## src/design/vic_defines.svh

```systemverilog
// Constants of the vectored interrupt controller
`ifndef VIC_DEFINES_SVH
`define VIC_DEFINES_SVH

// ----------------------------------------------------------------
// Source counts and vector table layout
// ----------------------------------------------------------------
`define VIC_NUM_IRQ 67
`define VIC_NUM_TRAP 5
`define VIC_TRAP_SLOTS 7'h08
`define VIC_TABLE_ENTRIES 7'h7e
`define VIC_PRI_TABLE_BASE 24'h000004
`define VIC_ENTRY_STRIDE 24'h000002
`define VIC_ALT_TABLE_BASE (`VIC_PRI_TABLE_BASE + 24'(`VIC_TABLE_ENTRIES) * `VIC_ENTRY_STRIDE)
`define VIC_ALT_SELECT_BIT 15
`define VIC_RESET_ADDR 24'h000000

// ----------------------------------------------------------------
// Priority levels and fixed latencies
// ----------------------------------------------------------------
`define VIC_TRAP_TOP_LEVEL 4'hf
`define VIC_MAX_USER_LEVEL 4'h7
`define VIC_ENTRY_CYCLES 3
`define VIC_RETURN_CYCLES 2'h3

`endif

```

## src/design/vic_pkg.sv

```systemverilog
// Types shared by the vectored interrupt controller
package vic_pkg;
   typedef logic [6:0] vic_vec_t;
   typedef logic [3:0] vic_lvl_t;
   typedef logic [2:0] vic_upri_t;
   typedef logic [23:0] vic_addr_t;
   typedef enum logic [1:0] {VIC_IDLE, VIC_READ, VIC_LOAD} vic_fetch_state_t;
endpackage

```

## src/design/vic_fetch.sv

```systemverilog
// Vector fetch sequencer: reads the chosen table entry from program memory
`timescale 1ns/1ns
`include "vic_defines.svh"
module vic_fetch
   import vic_pkg::*;
(
   // Clock and reset
   input wire logic sys_clk,
   input wire logic rst,
   // Accepted request
   input wire logic take,
   input wire vic_vec_t take_num,
   input wire logic alt_sel,
   // Program memory read port, data one cycle after pm_rd
   output logic pm_rd,
   output vic_addr_t pm_addr,
   input wire vic_addr_t pm_rdata,
   // Result to the core
   output logic busy,
   output vic_vec_t vec_num,
   output logic vec_valid,
   output vic_addr_t service_routine_addr
);

   // ----------------------------------------------------------------
   // Entry address of a vector in the selected table
   // ----------------------------------------------------------------
   function automatic vic_addr_t entry_addr(input logic alt, input vic_vec_t num);
      entry_addr = (alt ? `VIC_ALT_TABLE_BASE : `VIC_PRI_TABLE_BASE)
                   + `VIC_ENTRY_STRIDE * 24'(num);
   endfunction

   vic_fetch_state_t state;
   vic_fetch_state_t next_state;

   assign pm_rd = (state == VIC_READ);
   assign busy = (state != VIC_IDLE);

   always_comb
   begin
      unique case (state)
         VIC_IDLE: next_state = take ? VIC_READ : VIC_IDLE;
         VIC_READ: next_state = VIC_LOAD;
         VIC_LOAD: next_state = VIC_IDLE;
         default: next_state = VIC_IDLE;
      endcase
   end

   // Same three steps for every source, so entry latency never varies
   always_ff @(posedge sys_clk)
   begin
      if (rst)
      begin
         state <= VIC_IDLE;
         vec_num <= 7'h00;
         pm_addr <= `VIC_RESET_ADDR;
         vec_valid <= 1'b0;
         service_routine_addr <= `VIC_RESET_ADDR;
      end
      else
      begin
         state <= next_state;
         vec_valid <= (state == VIC_LOAD);
         if (state == VIC_IDLE && take)
         begin
            vec_num <= take_num;
            pm_addr <= entry_addr(alt_sel, take_num);
         end
         if (state == VIC_LOAD)
            service_routine_addr <= pm_rdata;
      end
   end
endmodule

```

## src/design/vic_ctrl.sv

```systemverilog
// Vectored interrupt controller: arbitration, request to the core, vector fetch
`timescale 1ns/1ns
`include "vic_defines.svh"
module vic_ctrl
   import vic_pkg::*;
(
   // Clock and reset
   input wire logic sys_clk,
   input wire logic rst,
   // Interrupt sources, all from logic on sys_clk
   input wire logic [`VIC_NUM_IRQ-1:0] irq_flag,
   input wire logic [`VIC_NUM_IRQ-1:0] irq_enable,
   input wire logic [3*`VIC_NUM_IRQ-1:0] irq_level,
   input wire logic [`VIC_NUM_TRAP-1:0] trap_flag,
   // Control register 2 contents
   input wire logic [15:0] interrupt_control_reg_2,
   // Core side
   input wire vic_lvl_t core_ipl,
   input wire logic core_take,
   input wire logic core_return,
   output logic core_irq,
   output vic_vec_t win_num,
   output vic_vec_t vec_num,
   output logic vec_valid,
   output vic_addr_t service_routine_addr,
   output logic return_done,
   // Program memory read port
   output logic pm_rd,
   output vic_addr_t pm_addr,
   input wire vic_addr_t pm_rdata
);

   // ----------------------------------------------------------------
   // Per-source effective levels
   // ----------------------------------------------------------------
   function automatic vic_lvl_t user_level(input logic flag, input logic en,
                                           input vic_upri_t upri);
      user_level = (flag && en) ? {1'b0, upri} : 4'h0;
   endfunction

   // Traps sit above every user level, lower slot higher
   function automatic vic_lvl_t trap_level(input logic flag, input int idx);
      trap_level = flag ? `VIC_TRAP_TOP_LEVEL - 4'(idx) : 4'h0;
   endfunction

   vic_lvl_t irq_lvl [`VIC_NUM_IRQ];
   vic_lvl_t trp_lvl [`VIC_NUM_TRAP];

   for (genvar i = 0; i < `VIC_NUM_IRQ; i++)
   begin : g_irq
      assign irq_lvl[i] = user_level(irq_flag[i], irq_enable[i], irq_level[3*i +: 3]);
   end
   for (genvar t = 0; t < `VIC_NUM_TRAP; t++)
   begin : g_trap
      assign trp_lvl[t] = trap_level(trap_flag[t], t);
   end

   // ----------------------------------------------------------------
   // Arbitration
   // ----------------------------------------------------------------
   vic_lvl_t win_lvl;
   vic_vec_t next_win;
   vic_lvl_t next_lvl;

   // Scan from the highest position down with >=, so a lower position
   // overrides on a tie; fixed order keeps latency and timing static
   always_comb
   begin
      next_lvl = 4'h0;
      next_win = 7'h00;
      for (int i = `VIC_NUM_IRQ - 1; i >= 0; i--)
      begin
         if (irq_lvl[i] != 4'h0 && irq_lvl[i] >= next_lvl)
         begin
            next_lvl = irq_lvl[i];
            next_win = `VIC_TRAP_SLOTS + 7'(i);
         end
      end
      for (int t = `VIC_NUM_TRAP - 1; t >= 0; t--)
      begin
         if (trp_lvl[t] != 4'h0 && trp_lvl[t] >= next_lvl)
         begin
            next_lvl = trp_lvl[t];
            next_win = 7'(t);
         end
      end
   end

   assign win_lvl = next_lvl;
   assign win_num = next_win;

   // ----------------------------------------------------------------
   // Request to the core and fetch
   // ----------------------------------------------------------------
   logic fetch_busy;
   logic ret_busy;
   logic alt_sel;
   logic take;
   logic [1:0] ret_cnt;

   assign alt_sel = interrupt_control_reg_2[`VIC_ALT_SELECT_BIT];
   // No new request while a vector is being fetched or a return runs
   assign core_irq = (win_lvl > core_ipl) && !fetch_busy && !ret_busy;
   assign take = core_take && core_irq;
   assign ret_busy = (ret_cnt != 2'h0);

   vic_fetch u_fetch (
      .sys_clk(sys_clk),
      .rst(rst),
      .take(take),
      .take_num(win_num),
      .alt_sel(alt_sel),
      .pm_rd(pm_rd),
      .pm_addr(pm_addr),
      .pm_rdata(pm_rdata),
      .busy(fetch_busy),
      .vec_num(vec_num),
      .vec_valid(vec_valid),
      .service_routine_addr(service_routine_addr)
   );

   // ----------------------------------------------------------------
   // Return timing
   // ----------------------------------------------------------------
   // Reset only clears this block; it never raises a vector request
   always_ff @(posedge sys_clk)
   begin
      if (rst)
      begin
         ret_cnt <= 2'h0;
         return_done <= 1'b0;
      end
      else
      begin
         // Pulse in the last counted cycle, so done lands three edges after the start
         return_done <= (ret_cnt == 2'h2);
         if (ret_cnt != 2'h0)
            ret_cnt <= ret_cnt - 2'h1;
         else if (core_return && !fetch_busy)
            ret_cnt <= `VIC_RETURN_CYCLES;
      end
   end

   vic_addr_t exp_addr;
   assign exp_addr = (alt_sel ? `VIC_ALT_TABLE_BASE : `VIC_PRI_TABLE_BASE)
                     + `VIC_ENTRY_STRIDE * 24'(win_num);
endmodule

```

## config.mk

```make
export PLATFORM = sky130hd
export DESIGN_NAME = vic_ctrl
export DESIGN_NICKNAME = d
export VERILOG_FILES = /design/src/design/vic_pkg.sv /design/src/design/vic_fetch.sv /design/src/design/vic_ctrl.sv
export VERILOG_INCLUDE_DIRS = /design/src /design/src/design
export SDC_FILE = /design/constraint.sdc
export NUM_CORES = 1
export LEC_CHECK = 0
export BUFFER_PORTS_ARGS = -buffer_cell sky130_fd_sc_hd__buf_2
export CORE_MARGIN = 4
export CORE_UTILIZATION = 49
export DETAILED_ROUTE_END_ITERATION = 8
export MAX_ROUTING_LAYER = met4
export PLACE_DENSITY = 0.78
export SLEW_MARGIN = 30
export SYNTH_ARGS = -nofsm -noshare
export SYNTH_HDL_FRONTEND = slang
export SYNTH_HIERARCHICAL = 1
export SYNTH_SLANG_ARGS = --single-unit
```

## constraint.sdc

```tcl
create_clock -name sys_clk -period 156.9 [get_ports sys_clk]
set_input_delay 31.38 -clock sys_clk [delete_from_list [all_inputs] [get_ports sys_clk]]
set_output_delay 31.38 -clock sys_clk [all_outputs]
set_load 0.01 [all_outputs]
```

Word-level counts from Yosys, hierarchy flattened
Cells that the tools add are included.
{"block": "classes", "n_mux": 221, "n_reduce_logical": 222, "n_addsub": 2, "n_lt_le_gt_ge": 73, "n_eq_ne": 3}
{"operator": "$mux 7", "count": 72}
{"operator": "$mux 4", "count": 76}
{"operator": "$reduce_bool 4->1", "count": 72}
{"operator": "$ge 3x4->1", "count": 66}
{"operator": "$mux 3", "count": 68}
{"operator": "$logic_and 1x1->1", "count": 144}
{"operator": "$ge 4x4->1", "count": 5}
{"operator": "$add 9x8->10", "count": 1}
{"operator": "$mux 9", "count": 1}
{"operator": "$reduce_bool 2->1", "count": 3}
{"operator": "$eq 2x2->1 const B", "count": 2}
{"operator": "$gt 4x4->1", "count": 1}
{"operator": "$mux 2", "count": 2}
{"operator": "$pmux 2 s2", "count": 1}
{"operator": "$ge 3x1->1 const B", "count": 1}
{"operator": "$eq 2x1->1 const B", "count": 1}
{"operator": "$logic_not 1->1", "count": 2}
{"operator": "$logic_not 2->1", "count": 1}
{"operator": "$sub 2x1->2 const B", "count": 1}
{"operator": "$mux 1", "count": 1}
{"block": "word_totals", "register_bits": 61, "output_inout_bits": 66}

Depth between registers and ports, before layout
Gate-level depths: netlist (run 1).
{"block": "logic_depth", "word_depth": 224, "depth_mapped": 551}

Hierarchy
Netlist (run 1), hierarchy kept.
{"mod": "vic_ctrl", "cells_per_inst": 1935, "seq_area_each_um2": 60.1, "area_per_inst_um2": 12493.2, "n_inst": 1}
{"mod": "vic_fetch", "cells_per_inst": 209, "seq_area_each_um2": 840.8, "area_per_inst_um2": 1701.6, "n_inst": 1}

Worst setup path after synthesis (run 1)
Ideal clock, no wire load.
{"block": "synth_path", "kind": "input-to-output", "startpoint": "input port irq_flag[65]", "endpoint": "output port win_num[5]", "required_time_ps": 125520, "arrival_time_ps": 120328, "path_stages": 506, "slack_ps": 5192, "cell_sequence": "and2_1 -> nand2_1 -> ha_1 -> nand2b_1 -> a221o_1 -> a31oi_1 -> a21oi_1 -> ha_1 -> nand2_1 -> o21a_1 -> o211a_2 -> a211oi_2 -> ha_1 -> a21o_1 -> a31oi_1 -> nor3_1 -> a211oi_1 -> a21o_1 -> [470 not listed] -> or2_2 -> ha_1 -> a21o_1 -> a21oi_1 -> nor2_1 -> nor2_1 -> nor2_1 -> nor2_1 -> ha_1 -> nand2b_1 -> a21o_1 -> a21oi_1 -> nor2_1 -> o21ai_0 -> nand2_1 -> nor3_1 -> nand2_1 -> nor4b_1"}
{"block": "synth_via", "elab_chain_cells": 215, "word_cells_on_any_way": 286, "classes_between": "order compare: 71; mux: 142; reduce/logical: 73"}
{"element": "start: declaration", "line": "vic_ctrl.sv:11", "rtl": "input wire logic [`VIC_NUM_IRQ-1:0] irq_flag,"}
{"element": "$logic_and 1x1->1 *", "line": "vic_ctrl.sv:38", "rtl": "user_level = (flag && en) ? {1'b0, upri} : 4'h0;"}
{"element": "$mux 3 *", "line": "vic_ctrl.sv:38"}
{"element": "$ge 3x4->1 or $reduce_bool 4->1 (tied branches)", "line": "vic_ctrl.sv:73", "rtl": "if (irq_lvl[i] != 4'h0 && irq_lvl[i] >= next_lvl)"}
{"element": "$logic_and 1x1->1", "line": "vic_ctrl.sv:73"}
{"element": "$mux 4", "line": "vic_ctrl.sv:73"}
{"element": "$ge 3x4->1", "line": "vic_ctrl.sv:73"}
{"element": "$logic_and 1x1->1", "line": "vic_ctrl.sv:73"}
{"element": "$mux 4", "line": "vic_ctrl.sv:73"}
{"element": "[199 not listed]"}
{"element": "$logic_and 1x1->1", "line": "vic_ctrl.sv:81", "rtl": "if (trp_lvl[t] != 4'h0 && trp_lvl[t] >= next_lvl)"}
{"element": "$mux 4", "line": "vic_ctrl.sv:81"}
{"element": "$ge 4x4->1", "line": "vic_ctrl.sv:81"}
{"element": "$logic_and 1x1->1", "line": "vic_ctrl.sv:81"}
{"element": "$mux 4", "line": "vic_ctrl.sv:81"}
{"element": "$ge 4x4->1", "line": "vic_ctrl.sv:81"}
{"element": "$logic_and 1x1->1", "line": "vic_ctrl.sv:81"}
{"element": "$mux 7 *", "line": "vic_ctrl.sv:81"}
{"element": "end: declaration", "line": "vic_ctrl.sv:22", "rtl": "output vic_vec_t win_num,"}
Mark *: on every way between the ends. The rest lies on a longest branch, timed or not.

Worst setup path in the final report (run 1)
{"block": "layout_path", "startpoint": "input port irq_flag[66]", "endpoint": "output port core_irq"}
{"block": "layout_via", "elab_chain_cells": 221, "word_cells_on_any_way": 222, "classes_between": "order compare: 73; mux: 73; reduce/logical: 76"}
{"element": "$logic_and 1x1->1 *", "line": "vic_ctrl.sv:38"}
{"element": "$mux 3 *", "line": "vic_ctrl.sv:38"}
{"element": "$ge 3x1->1 or $reduce_bool 4->1 (tied branches)", "line": "vic_ctrl.sv:73"}
{"element": "$logic_and 1x1->1", "line": "vic_ctrl.sv:73"}
{"element": "$mux 3 *", "line": "vic_ctrl.sv:73"}
{"element": "$ge 3x4->1", "line": "vic_ctrl.sv:73"}
{"element": "$logic_and 1x1->1", "line": "vic_ctrl.sv:73"}
{"element": "$mux 4 *", "line": "vic_ctrl.sv:73"}
{"element": "[204 not listed]"}
{"element": "$ge 4x4->1", "line": "vic_ctrl.sv:81"}
{"element": "$logic_and 1x1->1", "line": "vic_ctrl.sv:81"}
{"element": "$mux 4 *", "line": "vic_ctrl.sv:81"}
{"element": "$ge 4x4->1", "line": "vic_ctrl.sv:81"}
{"element": "$logic_and 1x1->1", "line": "vic_ctrl.sv:81"}
{"element": "$mux 4 *", "line": "vic_ctrl.sv:81"}
{"element": "$gt 4x4->1 *", "line": "vic_ctrl.sv:103", "rtl": "assign core_irq = (win_lvl > core_ipl) && !fetch_busy && !ret_busy;"}
{"element": "$logic_and 1x1->1 * (2 in a row)", "line": "vic_ctrl.sv:103"}
{"element": "end: declaration", "line": "vic_ctrl.sv:21", "rtl": "output logic core_irq,"}
Marks and branches as above.

==> results.yml, run 1 <==
floorplanning:
  die_w_um: 178
  ioPinCount: 454
  die_area_um2: 31800
  die_h_um: 178
  start_util_pct: 49.6
  rows: 62
  core_area_um2: 28600
detailed_routing:
  first_iter_violations: 1609
  antenna_left: 0
  drcViolationCount: 0
  viasPerCell: 6.04
  first_pass_iters: 6
  wirelength_um: 58200
  wire_per_inst_um: 17.1
  num_vias: 20500
setup_path:
  crit_path_top_delay_cell: "or3b_2"
  slowest_delay_ns: 0.51
  criticalPathCategory: "in -> out"
  critPathCaptureType: "output port"
  worst_ep_arrival_time_ns: 122.05
  r2r_setup_slack_ns: 154.44
  required_ns: 125.52
  rr_endpoint: "u_fetch/pm_addr[9]"
  reg2reg_depth: 8
  crit_fanout: 7
  r2r-start: "u_fetch/state[1]"
  critical_path.most_common_cell: "ha_1"
  cp-start-kind: "input port"
synthesis:
  yosysTopAreaCell: "ha_1"
  yosysSeqAreaShare_pct: 6.35
  yosysMostFrequentCell: "nand2_1"
  postSynthCellCount: 2144
  ys_async_sr_fraction_pct: 0
  synth_top_area_share_pct: 15.3
  syn-cell-area_um2: 14200
  synthTopCellsByCount: "nand2_1 (253), nor2_1 (209), ha_1 (174), a21oi_1 (168), nand3_1 (166)"
  syn_avg_cell_area_um2: 6.62
  ys_top_cells_by_area: "ha_1 (15%), nand2_1 (6.7%), dfxtp_1 (6.3%)"
  yosysWarnings: 6
  synth_seq_cells: 45
  ys.flop_type: "dfxtp_1"
  synth-edff-count: 0
  synth_cell_types: 107
sta:
  slew_violations: 0
  max_freq_ghz: 0.00652
  setup_viol: 0
  finalHoldViolCount: 0
  final.period_utilization_pct: 97.8
  relSlewSlack_pct: 30.0
  clock-skew-final_ns: 0.00215
  setup_tns_ns: 0
  tightest_slew_ns: 1.04
  layout_min_cycle_time_ns: 153.43
cts:
  cts_tree: "built"
  insertion_delay_ns: 0.28
  clockBufferDepth: 2
  cts_sinks: 45
  root_buffer: "clkbuf_16"
  htreeDepth: 2
  clk_pin_slew_ns: 0.06
  cts_buffers: 5
cells_and_area:
  seq_area_um2: 901
  drive_above_1_share_pct: 38.9
  syn_to_final_growth_pct: 50.0
  nFillCells: 2290
  layout.nets: 3556
  multiInputGateArea_um2: 13800
placement:
  port_buffers: 423
  gp_congestion: 0.987
  place.detailed.hpwl_um: 46800
grt:
  grt-ovfl-total: 0
  grt_usage_pct: 32.2
  grt_pass1_wl_um: 84600
  grt_max_degree: 46
  grt_pass1_vias: 18500
  antenna_found_initial: 15
worst_hold_path:
  whs_path_depth: 2
  hold_class: "reg -> reg"
  whs_endpoint: "u_fetch/service_routine_addr[12]"
  hold_start: "u_fetch/service_routine_addr[12]"
status:
  outcome: "completed"
flow_run:
  max-cap-violations: 0
==> layout by cell type (no fill, tap or decap), drive strengths merged, types with 15 or more instances in the layout <==
master,n
a211oi,25
a21o,32
a21oi,169
a31oi,58
and2,27
and3,97
buf,865
conb,15
dfxtp,45
diode,15
ha,174
inv,118
mux2,20
mux2i,19
nand2,253
nand2b,57
nand3,168
nand4,15
nor2,211
nor2b,37
nor3,35
o211ai,26
o21a,43
o21ai,146
o21bai,15
o311ai,17
or2,26
or3,19
==> sequential cells by signal, indices dropped and copies added, names as in the netlist <==
name / cells
u_fetch/state: 2
u_fetch/service_routine_addr: 24
u_fetch/vec_num: 7
u_fetch/pm_addr: 8
return_done: 1
u_fetch/vec_valid: 1
ret_cnt: 2
==> through the flow <==
stage          hold WS, ns  area (µm²)  std cells  util, %  worst slack, ns
3_3_place_gp         0.439       19500       3306     68.0            0.718
4_1_cts              0.451       19700       3317     68.9           0.0453
2_1_floorplan        0.476       14200       2158        -             5.19
3_5_place_dp         0.443       19500       3306     68.0            -1.71
6_report             0.452       21300       3394     74.4             3.47
5_1_grt              0.468       21300       3394     74.4            -1.59
==> cells by family after synthesis <==
logic type	Yosys count	synth area share [%]
and+or+nand+nor	1001	35.4
AOI/OAI and AO/OA	722	34.7
adders and majority gates	179	15.7
buffers and inverters	154	4.72
DFF	45	6.35
muxes	39	2.95
xor gates and xnor gates	3	0.185
other	1	0.0264
==> worst max path at each step <==
stage | start | to | slack (ns)
6_report | irq_flag[66] | core_irq | 3.47
5_1_grt | irq_flag[65] | core_irq | -1.59
4_1_cts | irq_flag[65] | core_irq | 0.05
3_5_place_dp | irq_flag[65] | core_irq | -1.71
3_3_place_gp | irq_flag[65] | core_irq | 0.72
2_1_floorplan | irq_flag[65] | win_num[5] | 5.19
==> worst max-delay path: cells and delay by family <==
| kind | cells | cell delay, ns |
|---|---|---|
| AO/OA/AOI/OAI | 225 | 37.73 |
| adder cells (fa/ha/maj) | 75 | 20.60 |
| buffers and inverters | 48 | 5.75 |
| multiplexers | 15 | 4.49 |
| AND/OR/NAND/NOR | 155 | 22.05 |
==> metal layers <==
| metal | routed length (µm) | GRT usage [%] | share of wire (%) | vias to the layer above |
|---|---|---|---|---|
| li1 | - | - | - | 9836 |
| met1 | 23100 | 37.5 | 40 | 9442 |
| met2 | 28300 | 57.1 | 49 | 996 |
| met3 | 3830 | 2.42 | 6.6 | 229 |
| met4 | 2990 | 13.4 | 5.1 | 0 |
| met5 | 0 | - | 0 | - |
==> what timing repair did <==
| item | 4_1_cts | 5_1_grt |
|---|---|---|
| buffers inserted | 3 | 62 |
| cloned | 0 | 0 |
| gates resized for setup | 25 | 259 |
| setup endpoints to repair | 8 | 8 |
| pin swaps | 2 | 86 |
| hold buffers | 0 | 0 |
==> layout make-up <==
type                            instances  share of cell area [%]
Timing Repair Buffer                  865                    25.6
Clock inverter                          2                  0.0470
Antenna cell                           15                   0.176
Inverter                              118                    2.08
Sequential cell                        45                    4.23
Tap cell                              384                    2.26
Clock buffer                            6                   0.605
Multi-Input combinational cell       1959                    65.0
Power of run 1 is left out: the tool's default activity adds up to more than one toggle a clock period on the data nets, which glitch-free logic cannot reach.
==> run 2, diff against run 1 <==
Settings changed: CTS_BUF_LIST set to sky130_fd_sc_hd__clkbuf_8.
==> results.yml, run 2 (synthesis gave the netlist of run 1 again) <==
detailed_routing:
  first_pass_iters: 6
  num_vias: 20500
  antenna_left: 0
  drcViolationCount: 0
  wirelength_um: 58000
  viasPerCell: 6.05
  first_iter_violations: 1632
  wire_per_inst_um: 17.1
cells_and_area:
  largest-register: "u_fetch/service_routine_addr"
  mostFrequentLayoutCell: "buf_4"
  layout.nets: 3556
  reg_top3: "u_fetch/service_routine_addr: 24 flops, u_fetch/pm_addr: 8 flops, u_fetch/vec_num: 7 flops"
  drive_above_1_share_pct: 38.9
  fin_util_pct: 74.2
  multiInputGateArea_um2: 13800
  seq_area_um2: 901
  largest_reg_flops: 24
  finalInstanceArea_um2: 21200
  nFillCells: 2295
  layout_common_cells: "buf_4 (439), buf_2 (423), nand2_1 (248)"
  syn_to_final_growth_pct: 49.6
cts:
  root_buffer: "clkbuf_8"
  clockBufferDepth: 2
  htreeDepth: 2
  ctsHoldBuffers: 0
  cts_tree: "built"
  cts_sinks: 45
  insertion_delay_ns: 0.29
  cts_buffers: 5
  clk_pin_slew_ns: 0.08
status:
  outcome: "completed"
setup_path:
  required_ns: 125.52
  critical_path.most_common_cell: "ha_1"
  worst_ep_arrival_time_ns: 122.04
  crit_path_top_delay_cell: "or3b_2"
  cp_top_family: "compound AO/OA/AOI/OAI gates"
  path_buf_inv: 48
  slowest_delay_ns: 0.51
  critPathCaptureType: "output port"
  cp-start-kind: "input port"
  crit_fanout: 7
  criticalPathCategory: "in -> out"
sta:
  max_freq_ghz: 0.00652
  layout_min_cycle_time_ns: 153.42
  final.period_utilization_pct: 97.8
  relSlewSlack_pct: 30.8
  finalHoldViolCount: 0
  tightest_slew_ns: 1.03
  clock-skew-final_ns: 0.00342
  slew_violations: 0
  setup_viol: 0
  setup_tns_ns: 0
floorplanning:
  ioPinCount: 454
  die_area_um2: 31800
  core_area_um2: 28600
  rows: 62
  start_util_pct: 49.6
  die_h_um: 178
  die_w_um: 178
placement:
  gp_congestion: 0.987
  port_buffers: 423
  dpl_cell_area_um2: 19500
  place.detailed.hpwl_um: 46800
grt:
  gr-max-usage-layer: "met2"
  grt_pass1_vias: 18400
  grt-ovfl-total: 0
  antenna_found_initial: 15
  use_met2_pct: 56.7
  grt_usage_pct: 32.0
  grt_max_degree: 46
  grt_pass1_wl_um: 84200
  gr-usage-met1_pct: 37.4
  use_met3_pct: 2.44
flow_run:
  max-cap-violations: 0
worst_hold_path:
  hold_class: "reg -> reg"
run 2: area by class of cell:
class / count / area share (%)
Antenna cell: 15 / 0.177
Clock buffer: 5 / 0.324
Clock inverter: 3 / 0.0648
Inverter: 118 / 2.09
Multi-Input combinational cell: 1959 / 65.2
Sequential cell: 45 / 4.24
Tap cell: 384 / 2.26
Timing Repair Buffer: 865 / 25.7
run 2: final timing paths:
path,slack [ns],cells after the start,start,to
worst max-delay path,3.48,521,irq_enable[66],core_irq
worst min-delay path,0.45,2,u_fetch/service_routine_addr[12],u_fetch/service_routine_addr[12]
worst max register to register,154.47,8,u_fetch/state[1],u_fetch/pm_addr[7]
worst min register to register,0.45,2,u_fetch/service_routine_addr[12],u_fetch/service_routine_addr[12]
run 2: worst reg2reg max path, cell delays in order (launching register included):
cell and delay, ns:
dfxtp_1 0.38, or2_2 0.32, nand3b_1 0.17, nor2_1 0.12, buf_4 0.12, and2_1 0.16
nor3b_4 0.66, and4_1 0.30, nor4_1 0.05
run 2: what timing repair did:
item | in CTS | in global routing
gates cloned | 0 | 0
gates resized for setup | 25 | 259
endpoints found under the setup margin | 8 | 8
buffers inserted | 3 | 62
pin swaps | 2 | 86
run 2: metal layers:
metal	vias to the layer above	share of wire, %
met5	-	0
met4	0	5.2
met3	247	6.4
met2	1029	49
met1	9425	40
li1	9840	-
run 2: through the flow:
stage / hold WS (ns) / instances / setup slack, ns
2_1_floorplan: 0.476 / 2158 / 5.19
6_report: 0.454 / 3394 / 3.48
3_5_place_dp: 0.443 / 3306 / -1.71
4_1_cts: 0.454 / 3317 / 0.0453
5_1_grt: 0.472 / 3394 / -1.59
3_3_place_gp: 0.439 / 3306 / 0.718
Power of run 2 is left out for the same reason.
